**config.mk**
```make
export PLATFORM = sky130hd
export DESIGN_NAME = pss_strap_top
export DESIGN_NICKNAME = d
export VERILOG_FILES = /design/src/design/pss_pkg.sv /design/src/design/pss_port_power.sv /design/src/design/pss_strap_top.sv
export VERILOG_INCLUDE_DIRS = /design/src /design/src/design
export SDC_FILE = /design/constraint.sdc
export NUM_CORES = 1
export LEC_CHECK = 0
export BUFFER_PORTS_ARGS = -buffer_cell sky130_fd_sc_hd__buf_2
export CAP_MARGIN = 25
export CORE_ASPECT_RATIO = 1.2
export CORE_UTILIZATION = 40
export CTS_CLUSTER_DIAMETER = 30
export DETAILED_ROUTE_END_ITERATION = 7
export PLACE_DENSITY = 0.77
export SKIP_LAST_GASP = 1
export SYNTH_ARGS = -nofsm -noshare
export SYNTH_HDL_FRONTEND = slang
export SYNTH_HIERARCHICAL = 1
export SYNTH_SLANG_ARGS = --single-unit
export TNS_END_PERCENT = 1
```
**constraint.sdc**
```tcl
create_clock -name aclk -period 1.8 [get_ports aclk]
set_clock_uncertainty 0.1 [all_clocks]
set_input_delay 0.36 -clock aclk [delete_from_list [all_inputs] [get_ports aclk]]
set_output_delay 0.36 -clock aclk [all_outputs]
set_load 0.01 [all_outputs]
```
**src/design/pss_consts.svh**
```systemverilog
// Offsets, field positions and reset values of the power strap sampler.
// Assumes inclusion by bare name from the two modules.
`ifndef PSS_CONSTS_SVH
`define PSS_CONSTS_SVH

// ----------------------------------------
// Register offsets
// ----------------------------------------
`define PSS_STATUS_OFS 8'h00
`define PSS_CTRL_OFS 8'h04

// ----------------------------------------
// Control fields
// ----------------------------------------
`define PSS_CTRL_STS_EN_BIT 0
`define PSS_CTRL_AFC_N_BIT 1
`define PSS_CTRL_REQ_LSB 4
`define PSS_CTRL_CHG_LSB 8
`define PSS_CTRL_WMASK 32'h00000FF3
`define PSS_CTRL_RST 32'h00000000

// ----------------------------------------
// Status fields
// ----------------------------------------
`define PSS_ST_FPM_N_BIT 0
`define PSS_ST_POL_BIT 1
`define PSS_ST_GANGED_BIT 2
`define PSS_ST_AUTO_N_BIT 3
`define PSS_ST_SERIAL_N_BIT 4
`define PSS_ST_ADDR1_BIT 5
`define PSS_ST_RUN_BIT 6
`define PSS_ST_SS_BIT 7
`define PSS_ST_PWR_LSB 8

// ----------------------------------------
// Strap reset values and bus answers
// ----------------------------------------
`define PSS_STRAP_RST 1'b1
`define PSS_POL_RST 1'b1
`define PSS_RESP_OKAY 2'h0
`define PSS_RESP_SLVERR 2'h2

`endif

```
**src/design/pss_pkg.sv**
```systemverilog
// Types shared by the power strap sampler modules.
// Assumes the constants header sits beside it.
package pss_pkg;
  typedef enum logic {PSS_PH_SAMPLE, PSS_PH_RUN} pss_phase_e;
  typedef enum logic [1:0] {PSS_REG_STATUS, PSS_REG_CTRL, PSS_REG_NONE} pss_reg_e;
endpackage

```
**src/design/pss_port_power.sv**
```systemverilog
// Per-port power control drivers with strap-selected polarity and ganging.
// Assumes enable, polarity and ganged come from latched straps.
`timescale 1ns/1ps
`include "pss_consts.svh"
module pss_port_power import pss_pkg::*; #(
  parameter int N_PORTS = 4
) (
  input wire logic aclk,
  input wire logic aresetn,
  input wire logic enable,
  input wire logic polarity,
  input wire logic ganged,
  input wire logic [N_PORTS-1:0] request,
  output logic [N_PORTS-1:0] port_power_ctrl
);
  logic [N_PORTS-1:0] pwr_reg;
  logic [N_PORTS-1:0] pwr_next;
  logic any_req;

  assign any_req = |request;
  assign port_power_ctrl = pwr_reg;

  // ----------------------------------------
  // Port drivers
  // ----------------------------------------
  for (genvar i = 0; i < N_PORTS; i++) begin : g_port
    logic want;
    always_comb begin
      want = ganged ? any_req : request[i];
      if (enable) begin
        pwr_next[i] = polarity ? want : ~want; // see
      end else begin
        // Switching unsupported: hold every switch at its off level
        pwr_next[i] = ~polarity;
      end
    end
  end

  always_ff @(posedge aclk) begin
    if (!aresetn) begin
      pwr_reg <= {N_PORTS{~`PSS_POL_RST}};
    end else begin
      pwr_reg <= pwr_next;
    end
  end
endmodule // pss_port_power

```
**src/design/pss_strap_top.sv**
```systemverilog
// Strap sampler of a four-port hub with an AXI4-Lite register slave.
// Assumes strap pins are stable and synchronous to aclk when reset is released.
//
// How it works
// Full power management strap is latched at reset release; low enables power switching.
// Strap high: power switching and over-current inputs are treated as unsupported; this design has no over-current inputs, only switching is held off.
// With switching enabled, four per-port power outputs drive the downstream switches.
// Board straps power management on for charging; strap initialises automatic full-current bit.
// Automatic charging on and full-current bit low: all divider charging modes allowed.
// Automatic charging on and full-current bit high: only highest-current divider mode used.
// In SMBus slave mode, slave address bit 1 comes from the shared pin level.
// After reset, with status output enabled, shared pin shows SuperSpeed upstream connection.
// Board must enable power switching for battery charging applications.
// Polarity strap: low makes power outputs active low, high active high.
// Ganged strap: low individual per-port control, high all ports switched together.
// Automatic charge strap: low enables automatic mode, high disables it.
// Serial mode strap: low selects SMBus slave, high selects I2C master.
// Latched strap values hold until the next reset whatever the pins do.
`timescale 1ns/1ps
`include "pss_consts.svh"
module pss_strap_top import pss_pkg::*; #(
  parameter int N_PORTS = 4,
  parameter int ADDR_W = 8
) (
  input wire logic aclk,
  input wire logic aresetn,
  input wire logic s_axi_awvalid,
  output logic s_axi_awready,
  input wire logic [ADDR_W-1:0] s_axi_awaddr,
  input wire logic s_axi_wvalid,
  output logic s_axi_wready,
  input wire logic [31:0] s_axi_wdata,
  input wire logic [3:0] s_axi_wstrb,
  output logic s_axi_bvalid,
  input wire logic s_axi_bready,
  output logic [1:0] s_axi_bresp,
  input wire logic s_axi_arvalid,
  output logic s_axi_arready,
  input wire logic [ADDR_W-1:0] s_axi_araddr,
  output logic s_axi_rvalid,
  input wire logic s_axi_rready,
  output logic [31:0] s_axi_rdata,
  output logic [1:0] s_axi_rresp,
  input wire logic full_power_mgmt_strap_n_i,
  output logic full_power_mgmt_strap_n_o,
  output logic full_power_mgmt_strap_n_oe,
  input wire logic power_ctrl_polarity,
  input wire logic ganged_strap,
  input wire logic auto_charge_enable_n,
  input wire logic serial_mode_select_n,
  input wire logic ss_connected,
  output logic [N_PORTS-1:0] port_power_ctrl,
  output logic [N_PORTS-1:0] port_charge_enable,
  output logic power_switching_enabled,
  output logic smbus_mode,
  output logic slave_addr_bit1,
  output logic charge_all_modes,
  output logic charge_highest_only
);
  function automatic pss_reg_e reg_decode(input logic [ADDR_W-1:0] addr);
    if (addr == ADDR_W'(`PSS_STATUS_OFS)) begin
      return PSS_REG_STATUS;
    end else if (addr == ADDR_W'(`PSS_CTRL_OFS)) begin
      return PSS_REG_CTRL;
    end
    return PSS_REG_NONE;
  endfunction

  // ----------------------------------------
  // Strap latch and shared pin
  // ----------------------------------------
  pss_phase_e phase_reg, phase_next;
  logic fpm_n_reg, fpm_n_next, pol_reg, pol_next, gang_reg, gang_next;
  logic auto_n_reg, auto_n_next, serial_n_reg, serial_n_next, addr1_reg, addr1_next;
  logic pin_oe_reg, pin_oe_next, pin_o_reg, pin_o_next;
  logic [31:0] ctrl_reg;
  logic run;

  always_comb begin
    phase_next = phase_reg;
    fpm_n_next = fpm_n_reg;
    pol_next = pol_reg;
    gang_next = gang_reg;
    auto_n_next = auto_n_reg;
    serial_n_next = serial_n_reg;
    addr1_next = addr1_reg;
    pin_oe_next = 1'b0;
    pin_o_next = 1'b0;
    if (phase_reg == PSS_PH_SAMPLE) begin
      // First edge after release: the pins still carry the strap levels
      fpm_n_next = full_power_mgmt_strap_n_i;
      pol_next = power_ctrl_polarity;
      gang_next = ganged_strap;
      auto_n_next = auto_charge_enable_n;
      serial_n_next = serial_mode_select_n;
      addr1_next = full_power_mgmt_strap_n_i;
      phase_next = PSS_PH_RUN;
    end else begin
      pin_oe_next = ctrl_reg[`PSS_CTRL_STS_EN_BIT];
      pin_o_next = ctrl_reg[`PSS_CTRL_STS_EN_BIT] & ss_connected;
    end
  end

  always_ff @(posedge aclk) begin
    if (!aresetn) begin
      phase_reg <= PSS_PH_SAMPLE;
      fpm_n_reg <= `PSS_STRAP_RST;
      pol_reg <= `PSS_POL_RST;
      gang_reg <= `PSS_STRAP_RST;
      auto_n_reg <= `PSS_STRAP_RST;
      serial_n_reg <= `PSS_STRAP_RST;
      addr1_reg <= 1'b0;
      pin_oe_reg <= 1'b0;
      pin_o_reg <= 1'b0;
    end else begin
      phase_reg <= phase_next;
      fpm_n_reg <= fpm_n_next;
      pol_reg <= pol_next;
      gang_reg <= gang_next;
      auto_n_reg <= auto_n_next;
      serial_n_reg <= serial_n_next;
      addr1_reg <= addr1_next;
      pin_oe_reg <= pin_oe_next;
      pin_o_reg <= pin_o_next;
    end
  end

  assign run = (phase_reg == PSS_PH_RUN);
  assign full_power_mgmt_strap_n_oe = pin_oe_reg;
  assign full_power_mgmt_strap_n_o = pin_o_reg;
  assign power_switching_enabled = run & ~fpm_n_reg; // see
  assign smbus_mode = run & ~serial_n_reg;
  assign slave_addr_bit1 = smbus_mode & addr1_reg;
  assign charge_all_modes = run & ~auto_n_reg & ~ctrl_reg[`PSS_CTRL_AFC_N_BIT];
  assign charge_highest_only = run & ~auto_n_reg & ctrl_reg[`PSS_CTRL_AFC_N_BIT];
  assign port_charge_enable = ctrl_reg[`PSS_CTRL_CHG_LSB +: N_PORTS];

  pss_port_power #(.N_PORTS(N_PORTS)) u_port_power (
    .aclk(aclk),
    .aresetn(aresetn),
    .enable(power_switching_enabled),
    .polarity(pol_reg),
    .ganged(gang_reg),
    .request(ctrl_reg[`PSS_CTRL_REQ_LSB +: N_PORTS]),
    .port_power_ctrl(port_power_ctrl)
  );

  // ----------------------------------------
  // AXI4-Lite write side and control register
  // ----------------------------------------
  logic aw_held_reg, aw_held_next, w_held_reg, w_held_next, bvalid_reg, bvalid_next;
  logic [ADDR_W-1:0] aw_addr_reg, aw_addr_next;
  logic [31:0] w_data_reg, w_data_next, ctrl_next, wmask;
  logic [3:0] w_strb_reg, w_strb_next;
  logic [1:0] bresp_reg, bresp_next;
  logic do_write;

  assign s_axi_awready = ~aw_held_reg & ~bvalid_reg;
  assign s_axi_wready = ~w_held_reg & ~bvalid_reg;
  assign do_write = aw_held_reg & w_held_reg & ~bvalid_reg;

  always_comb begin
    aw_held_next = aw_held_reg;
    aw_addr_next = aw_addr_reg;
    w_held_next = w_held_reg;
    w_data_next = w_data_reg;
    w_strb_next = w_strb_reg;
    bvalid_next = bvalid_reg;
    bresp_next = bresp_reg;
    ctrl_next = ctrl_reg;
    wmask = {{8{w_strb_reg[3]}}, {8{w_strb_reg[2]}}, {8{w_strb_reg[1]}}, {8{w_strb_reg[0]}}} & `PSS_CTRL_WMASK;
    if (s_axi_awvalid && s_axi_awready) begin
      aw_held_next = 1'b1;
      aw_addr_next = s_axi_awaddr;
    end
    if (s_axi_wvalid && s_axi_wready) begin
      w_held_next = 1'b1;
      w_data_next = s_axi_wdata;
      w_strb_next = s_axi_wstrb;
    end
    if (bvalid_reg && s_axi_bready) begin
      bvalid_next = 1'b0;
    end
    if (do_write) begin
      aw_held_next = 1'b0;
      w_held_next = 1'b0;
      bvalid_next = 1'b1;
      bresp_next = (reg_decode(aw_addr_reg) == PSS_REG_NONE) ? `PSS_RESP_SLVERR : `PSS_RESP_OKAY;
      if (reg_decode(aw_addr_reg) == PSS_REG_CTRL) begin
        ctrl_next = (ctrl_reg & ~wmask) | (w_data_reg & wmask);
      end
    end
    // The strap seeds the full-current bit; software may override it later
    if (phase_reg == PSS_PH_SAMPLE) begin
      ctrl_next[`PSS_CTRL_AFC_N_BIT] = full_power_mgmt_strap_n_i;
    end
  end

  always_ff @(posedge aclk) begin
    if (!aresetn) begin
      aw_held_reg <= 1'b0;
      aw_addr_reg <= '0;
      w_held_reg <= 1'b0;
      w_data_reg <= 32'h00000000;
      w_strb_reg <= 4'h0;
      bvalid_reg <= 1'b0;
      bresp_reg <= `PSS_RESP_OKAY;
      ctrl_reg <= `PSS_CTRL_RST;
    end else begin
      aw_held_reg <= aw_held_next;
      aw_addr_reg <= aw_addr_next;
      w_held_reg <= w_held_next;
      w_data_reg <= w_data_next;
      w_strb_reg <= w_strb_next;
      bvalid_reg <= bvalid_next;
      bresp_reg <= bresp_next;
      ctrl_reg <= ctrl_next;
    end
  end

  assign s_axi_bvalid = bvalid_reg;
  assign s_axi_bresp = bresp_reg;

  // ----------------------------------------
  // AXI4-Lite read side
  // ----------------------------------------
  logic rvalid_reg, rvalid_next;
  logic [31:0] rdata_reg, rdata_next, status_word;
  logic [1:0] rresp_reg, rresp_next;

  always_comb begin
    status_word = 32'h00000000;
    status_word[`PSS_ST_FPM_N_BIT] = fpm_n_reg;
    status_word[`PSS_ST_POL_BIT] = pol_reg;
    status_word[`PSS_ST_GANGED_BIT] = gang_reg;
    status_word[`PSS_ST_AUTO_N_BIT] = auto_n_reg;
    status_word[`PSS_ST_SERIAL_N_BIT] = serial_n_reg;
    status_word[`PSS_ST_ADDR1_BIT] = addr1_reg;
    status_word[`PSS_ST_RUN_BIT] = run;
    status_word[`PSS_ST_SS_BIT] = ss_connected;
    status_word[`PSS_ST_PWR_LSB +: N_PORTS] = port_power_ctrl;
    rvalid_next = rvalid_reg;
    rdata_next = rdata_reg;
    rresp_next = rresp_reg;
    if (rvalid_reg && s_axi_rready) begin
      rvalid_next = 1'b0;
    end
    if (s_axi_arvalid && s_axi_arready) begin
      rvalid_next = 1'b1;
      rresp_next = `PSS_RESP_OKAY;
      case (reg_decode(s_axi_araddr))
        PSS_REG_STATUS: rdata_next = status_word;
        PSS_REG_CTRL: rdata_next = ctrl_reg;
        default: begin
          rdata_next = 32'h00000000;
          rresp_next = `PSS_RESP_SLVERR;
        end
      endcase
    end
  end

  always_ff @(posedge aclk) begin
    if (!aresetn) begin
      rvalid_reg <= 1'b0;
      rdata_reg <= 32'h00000000;
      rresp_reg <= `PSS_RESP_OKAY;
    end else begin
      rvalid_reg <= rvalid_next;
      rdata_reg <= rdata_next;
      rresp_reg <= rresp_next;
    end
  end

  assign s_axi_arready = ~rvalid_reg;
  assign s_axi_rvalid = rvalid_reg;
  assign s_axi_rdata = rdata_reg;
  assign s_axi_rresp = rresp_reg;
endmodule // pss_strap_top

```
==> summary.txt, run 1 <==
Timing
  – RSZ-0062 raised after global routing: yes
  – Period utilization: 0.950
  – Highest Clock Rate: 585 MHz
  – Final hold slack: 0.153 ns
  – Slew Limit Fails: 0
  – Final-report hold violation count: 0
  – Final setup viols: 0
  – Fin crit period: 1.71 ns

Final layout
  – Final std cells w/o fill: 460
  – Area delta synth->final: 19.9%
  – Ant diodes: 0
  – Filler cell count: 623
  – Commonest non-fill, non-tap cell in the layout: buf_2
  – Layout cells sized above 1: 0.296
  – Design Area, Final: 3300 sq um
  – Final core utilization: 0.506
  – Final #Nets: 435
  – Commonest cells after routing, fill and taps aside: buf_2, dfxtp_1, mux2i_1, nor2_1, nand2_1

Placement
  – DP Wirelength: 4180 microns
  – RD Place Congestion: 0.795
  – Post-DP Area: 3140 sq um
  – Port Buffers: 74
  – Post-Place Cells: 444

Pwr
  – Clock power share: 0.347
  – Comb power frac: 0.132
  – Peak VDD IR: 612 uV
  – Flop pwr share: 0.521
  – Net Switching: 749 uW
  – Leak: 1.46 nW
  – Total chip power: 2.83 mW
  – Switch share: 0.265
  – Int Pwr: 2.08 mW
  – Power Dens Cells: 855 nW/um^2

GRT
  – GRT Resource Usage Total: 0.169
  – Number of global-route vias before repair: 2117
  – Largest net degree at the start of global routing: 24
  – Initial antenna violation count: 0
  – GRT overflow: 0
  – First-pass GRT wire length: 9600 microns

Setup path
  – CP peak stage delay: 0.59 ns
  – Cell Chain, Critical Path: or4_4 -> nor4_4 -> buf_6 -> mux2i_1
  – Worst Setup SP: aw_addr_reg[6]
  – Bufs and invs on worst path: 1
  – Critical Path RT: 1.95 ns
  – WS Path Type: reg -> reg
  – CP max FO: 5
  – Worst Setup End Kind: flop
  – Slowest-stage cell, CP: or4_4
  – R2R Setup Slk: 0.09 ns
  – WP data arrival: 1.86 ns
  – Worst r2r src: aw_addr_reg[6]
  – Top Family by Delay on Critical Path: simple AND/OR/NAND/NOR gates
  – R2R cell count: 4
  – Levels on crit path: 4
  – Startpoint types: flop

Synth
  – Number of synthesized flops with an enable pin: 0
  – Main area contributors after synthesis: dfxtp_1, mux2i_1, buf_4, nor2_1, nand4b_1
  – Yosys warnings: 6
  – Netlist cell types: 36
  – Synth Register Bits: 61
  – Post-synth ARST share: 0
  – Mapped Area: 2760 sq um
  – Syn avg cell area: 9.25 sq um
  – Dominant cell type by area after synthesis: dfxtp_1
  – Synthesized instance count: 298
  – Area share of the largest cell type after synthesis: 0.443
  – Post-synthesis sequential area ratio: 0.443
  – Primary FF master, synth: dfxtp_1

Route
  – Met3 wire len: 404 microns
  – Antenna-violating nets left: 0
  – Top Layer Used: met4
  – WL met1: 2470 microns
  – Drt drc: 0
  – Metal2 WL: 2660 microns
  – Vias per cell: 4.87
  – Initial detailed-routing violation count: 122
  – Routed length per instance: 12.2 microns
  – Routed WL: 5620 microns
  – DR pass1 iterations: 4
  – Routed vias: 2240

Clocking
  – Clock Tree Root: clkbuf_8
  – Clock Path Buffers: 2
  – Clock sinks: 61
  – TritonCTS Buffers: 9
  – Post-CTS Setup Inserts: 0
  – Clock transition at the registers of the reported paths: 0.07 ns
  – H-tree depth: 3
  – Worst-Skew Late Latency: 0.33 ns
  – CTS tree: yes

Floorplanning
  – CORE AREA: 6530 sq um
  – Io pins: 121
  – Die width: 77.8 microns
  – Die area: 7230 sq um
  – FP Rows: 32
  – Die Y-Extent: 92.9 microns
  – Initial Utilization: 0.422

Worst hold path
  – Worst Hold Class: in -> reg

Flow run
  – Max Cap Viol: 0

Run status
  – Status: finished clean
## synth_stat cells, types with 4 or more instances
cell	n
a31oi_1	10
nand4b_1	13
a21oi_1	7
nand2b_1	7
dfxtp_1	61
buf_4	26
inv_1	4
nor2_1	34
nand4_1	10
clkbuf_1	17
nand2_1	26
o21ai_1	8
nor2b_1	4
mux2i_1	36
## area by class of cell
class | count | area [sq um] | area share
Sequential cell | 61 | 1220 | 0.371
Tap cell | 85 | 106 | 0.0322
Clock buffer | 11 | 131 | 0.0398
Clock inverter | 5 | 27.5 | 0.00833
Timing Repair Buffer | 87 | 472 | 0.143
Multi-Input combinational cell | 207 | 1330 | 0.402
Inverter | 4 | 15.0 | 0.00454
## worst min path at each step
stage                               from                   endpoint  slack (ns)  cells past startpoint
after global placement    s_axi_rdata[2]             s_axi_rdata[2]        0.34                      2
after CTS                   ss_connected  full_power_mgmt_strap_n_o        0.15                      2
after global routing        ganged_strap                   gang_reg        0.15                      3
final                       ss_connected  full_power_mgmt_strap_n_o        0.15                      2
after detailed placement  s_axi_rdata[3]             s_axi_rdata[3]        0.35                      2
after floorplan                  aresetn                  phase_reg        0.29                      0
## metrics by stage
step	setup TNS (ns)	setup WS, ns
floorplan	0	0.0489
global placement	0	0.131
detailed placement	0	0.0941
CTS	0	0.0155
global route	-0.0101	-0.0101
finish	0	0.0900
## power groups by stage
stage                     clock (mW)  sequential [mW]  combinational (mW)
after floorplan                    0             1.50               0.286
after global placement             0             1.50               0.367
after detailed placement           0             1.50               0.375
after CTS                       1.01             1.47               0.376
after global routing            1.08             1.48               0.419
final                          0.980             1.47               0.373
## kinds of logic after synthesis
family,count (synthesis),synth area share
other cells,1,0.00136
buf+inv,51,0.109
flops,61,0.443
mux,37,0.135
simple gates,116,0.238
compound gates,32,0.0745
## per-layer routing
layer / vias to the layer above / GRT usage
li1: 1135 / -
met1: 1027 / 0.195
met2: 72 / 0.277
met3: 6 / 0.0611
met4: 0 / 0.0818
met5: - / 0
## repair_timing
item,4_1_cts,5_1_grt
gates resized for setup,1,3
hold buffers,0,0
setup endpoints to repair,3,3
No activity file was read; power rests on OpenSTA's default activity.
==> run 2: changes to the inputs <==
--- a/config.mk
+++ b/config.mk
@@ -13,6 +13,7 @@
 export CTS_CLUSTER_DIAMETER = 30
 export DETAILED_ROUTE_END_ITERATION = 7
 export PLACE_DENSITY = 0.77
+export REMOVE_ABC_BUFFERS = 1
 export SKIP_LAST_GASP = 1
 export SYNTH_ARGS = -nofsm -noshare
 export SYNTH_HDL_FRONTEND = slang
==> run 2 against run 1 <==
  * Maximum frequency shrank 2.6%
  * Setup slack got worse by 0.046 ns
  * Cell count fell by 0.43%
  * Critical path depth is the same
  * First-iteration DRC count is 11% lower
  * Register-to-register slack worse by 0.05 ns
  * Critical path type unchanged
  * Largest power group unchanged
  * Core utilization grew 0.52 points
==> summary.txt, run 2 (synthesis results as in run 1) <==
Final layout
  – Layout cells sized above 1: 0.292
  – Ant diodes: 0
  – Filler cell count: 621
  – Seq. cell area: 1220 sq um
  – Area delta synth->final: 21.2%
  – Commonest non-fill, non-tap cell in the layout: buf_2
  – Area occupied by multi-input gates: 1330 sq um
  – Commonest cells after routing, fill and taps aside: buf_2, dfxtp_1, mux2i_1, nor2_1, nand2_1
  – Final core utilization: 0.512
  – Final #Nets: 434

Floorplanning
  – CORE AREA: 6530 sq um
  – Initial Utilization: 0.422
  – Die width: 77.8 microns
  – Io pins: 121
  – Die area: 7230 sq um
  – Die Y-Extent: 92.9 microns
  – FP Rows: 32

Clocking
  – Clock sinks: 61
  – Clock Tree Root: clkbuf_8
  – Clock transition at the registers of the reported paths: 0.06 ns
  – Cts-stage hold buffer count: 0
  – TritonCTS Buffers: 9
  – H-tree depth: 3
  – CTS tree: yes
  – Worst-Skew Late Latency: 0.33 ns
  – Clock Path Buffers: 2

Route
  – Vias per cell: 4.99
  – Routed length per instance: 12.7 microns
  – Initial detailed-routing violation count: 108
  – DR pass1 iterations: 4
  – Routed vias: 2285
  – Antenna-violating nets left: 0
  – Routed WL: 5820 microns
  – Drt drc: 0

Placement
  – DP Wirelength: 4180 microns
  – RD Place Congestion: 0.716
  – Port Buffers: 74

GRT
  – Initial antenna violation count: 0
  – Number of global-route vias before repair: 2042
  – GRT overflow: 0
  – Largest net degree at the start of global routing: 31
  – First-pass GRT wire length: 9520 microns
  – GRT Resource Usage Total: 0.169

Setup path
  – WP data arrival: 1.91 ns
  – WS Path Type: reg -> reg
  – R2R cell count: 4
  – CP max FO: 5
  – Startpoint types: flop
  – Critical Path RT: 1.95 ns
  – Worst Setup End Kind: flop

Pwr
  – Int Pwr: 2.27 mW
  – Power Dens Cells: 906 nW/um^2
  – Clock power share: 0.388
  – Leak: 1.47 nW
  – Total chip power: 3.02 mW
  – Switch share: 0.249
  – Peak VDD IR: 416 uV
  – Flop pwr share: 0.487
  – Comb power frac: 0.125
  – Net Switching: 754 uW

Timing
  – RSZ-0062 raised after global routing: yes
  – Period utilization: 0.975
  – Final-report hold violation count: 0
  – Final setup viols: 0
  – Final hold slack: 0.147 ns
  – Highest Clock Rate: 570 MHz
  – Slew Limit Fails: 0
  – Fin crit period: 1.76 ns

Run status
  – Status: finished clean

Flow run
  – Max Cap Viol: 0

Worst hold path
  – Worst Hold Class: in -> reg
  – Hold Path Cell Cnt: 3
run 2: metrics by stage:
step           cells  setup slack [ns]  instance area, sq um  TNS, ns
4_1_cts          457            0.0255                  3330        0
5_1_grt          458           -0.0188                  3340  -0.0322
2_1_floorplan    272            -0.831                  2550   -11.94
3_5_place_dp     442            0.0386                  3130        0
3_3_place_gp     442             0.126                  3130        0
6_report         458            0.0444                  3340        0
run 2: cell type report:
class,count,area share
inverter,4,0.00450
tap,85,0.0319
multi-input combinational,207,0.397
clock buffer,15,0.0588
timing repair buffer,86,0.142
sequential,61,0.366
run 2: path summary, 6_finish.rpt:
kind | start | to | slack [ns]
max | aw_addr_reg[7] | flop | 0.04
max reg2reg | aw_addr_reg[7] | flop | 0.04
min | ganged_strap | gang_reg | 0.15
min reg2reg | w_data_reg[9] | flop | 0.36
run 2: timing repair:
item                                    4_1_cts  5_1_grt
gates resized for setup                       1        0
gates cloned                                  0        0
buffers inserted                              0        1
pin swaps                                     0        2
endpoints found under the setup margin        2        3
run 2: routing by layer:
metal  share of wire  track usage  vias up
li1                -            -     1133
met1            0.44        0.195     1068
met2            0.49        0.291       77
met3           0.056       0.0493        7
met4           0.012       0.0692        0
met5               0            0        -
run 2: worst max-delay path, stage by stage, from the launching register on:
cell,delay (ns)
dfxtp_1,0.32
or4_4,0.60
nor4_4,0.28
buf_4,0.20
mux2i_1,0.19
run 2: power groups by stage:
stage                     clock network [mW]  registers [mW]  logic [mW]
final                                   1.17            1.47       0.377
after global routing                    1.26            1.48       0.418
after CTS                               1.20            1.47       0.381
after detailed placement                   0            1.50       0.379
after global placement                     0            1.50       0.369
after floorplan                            0            1.50       0.215
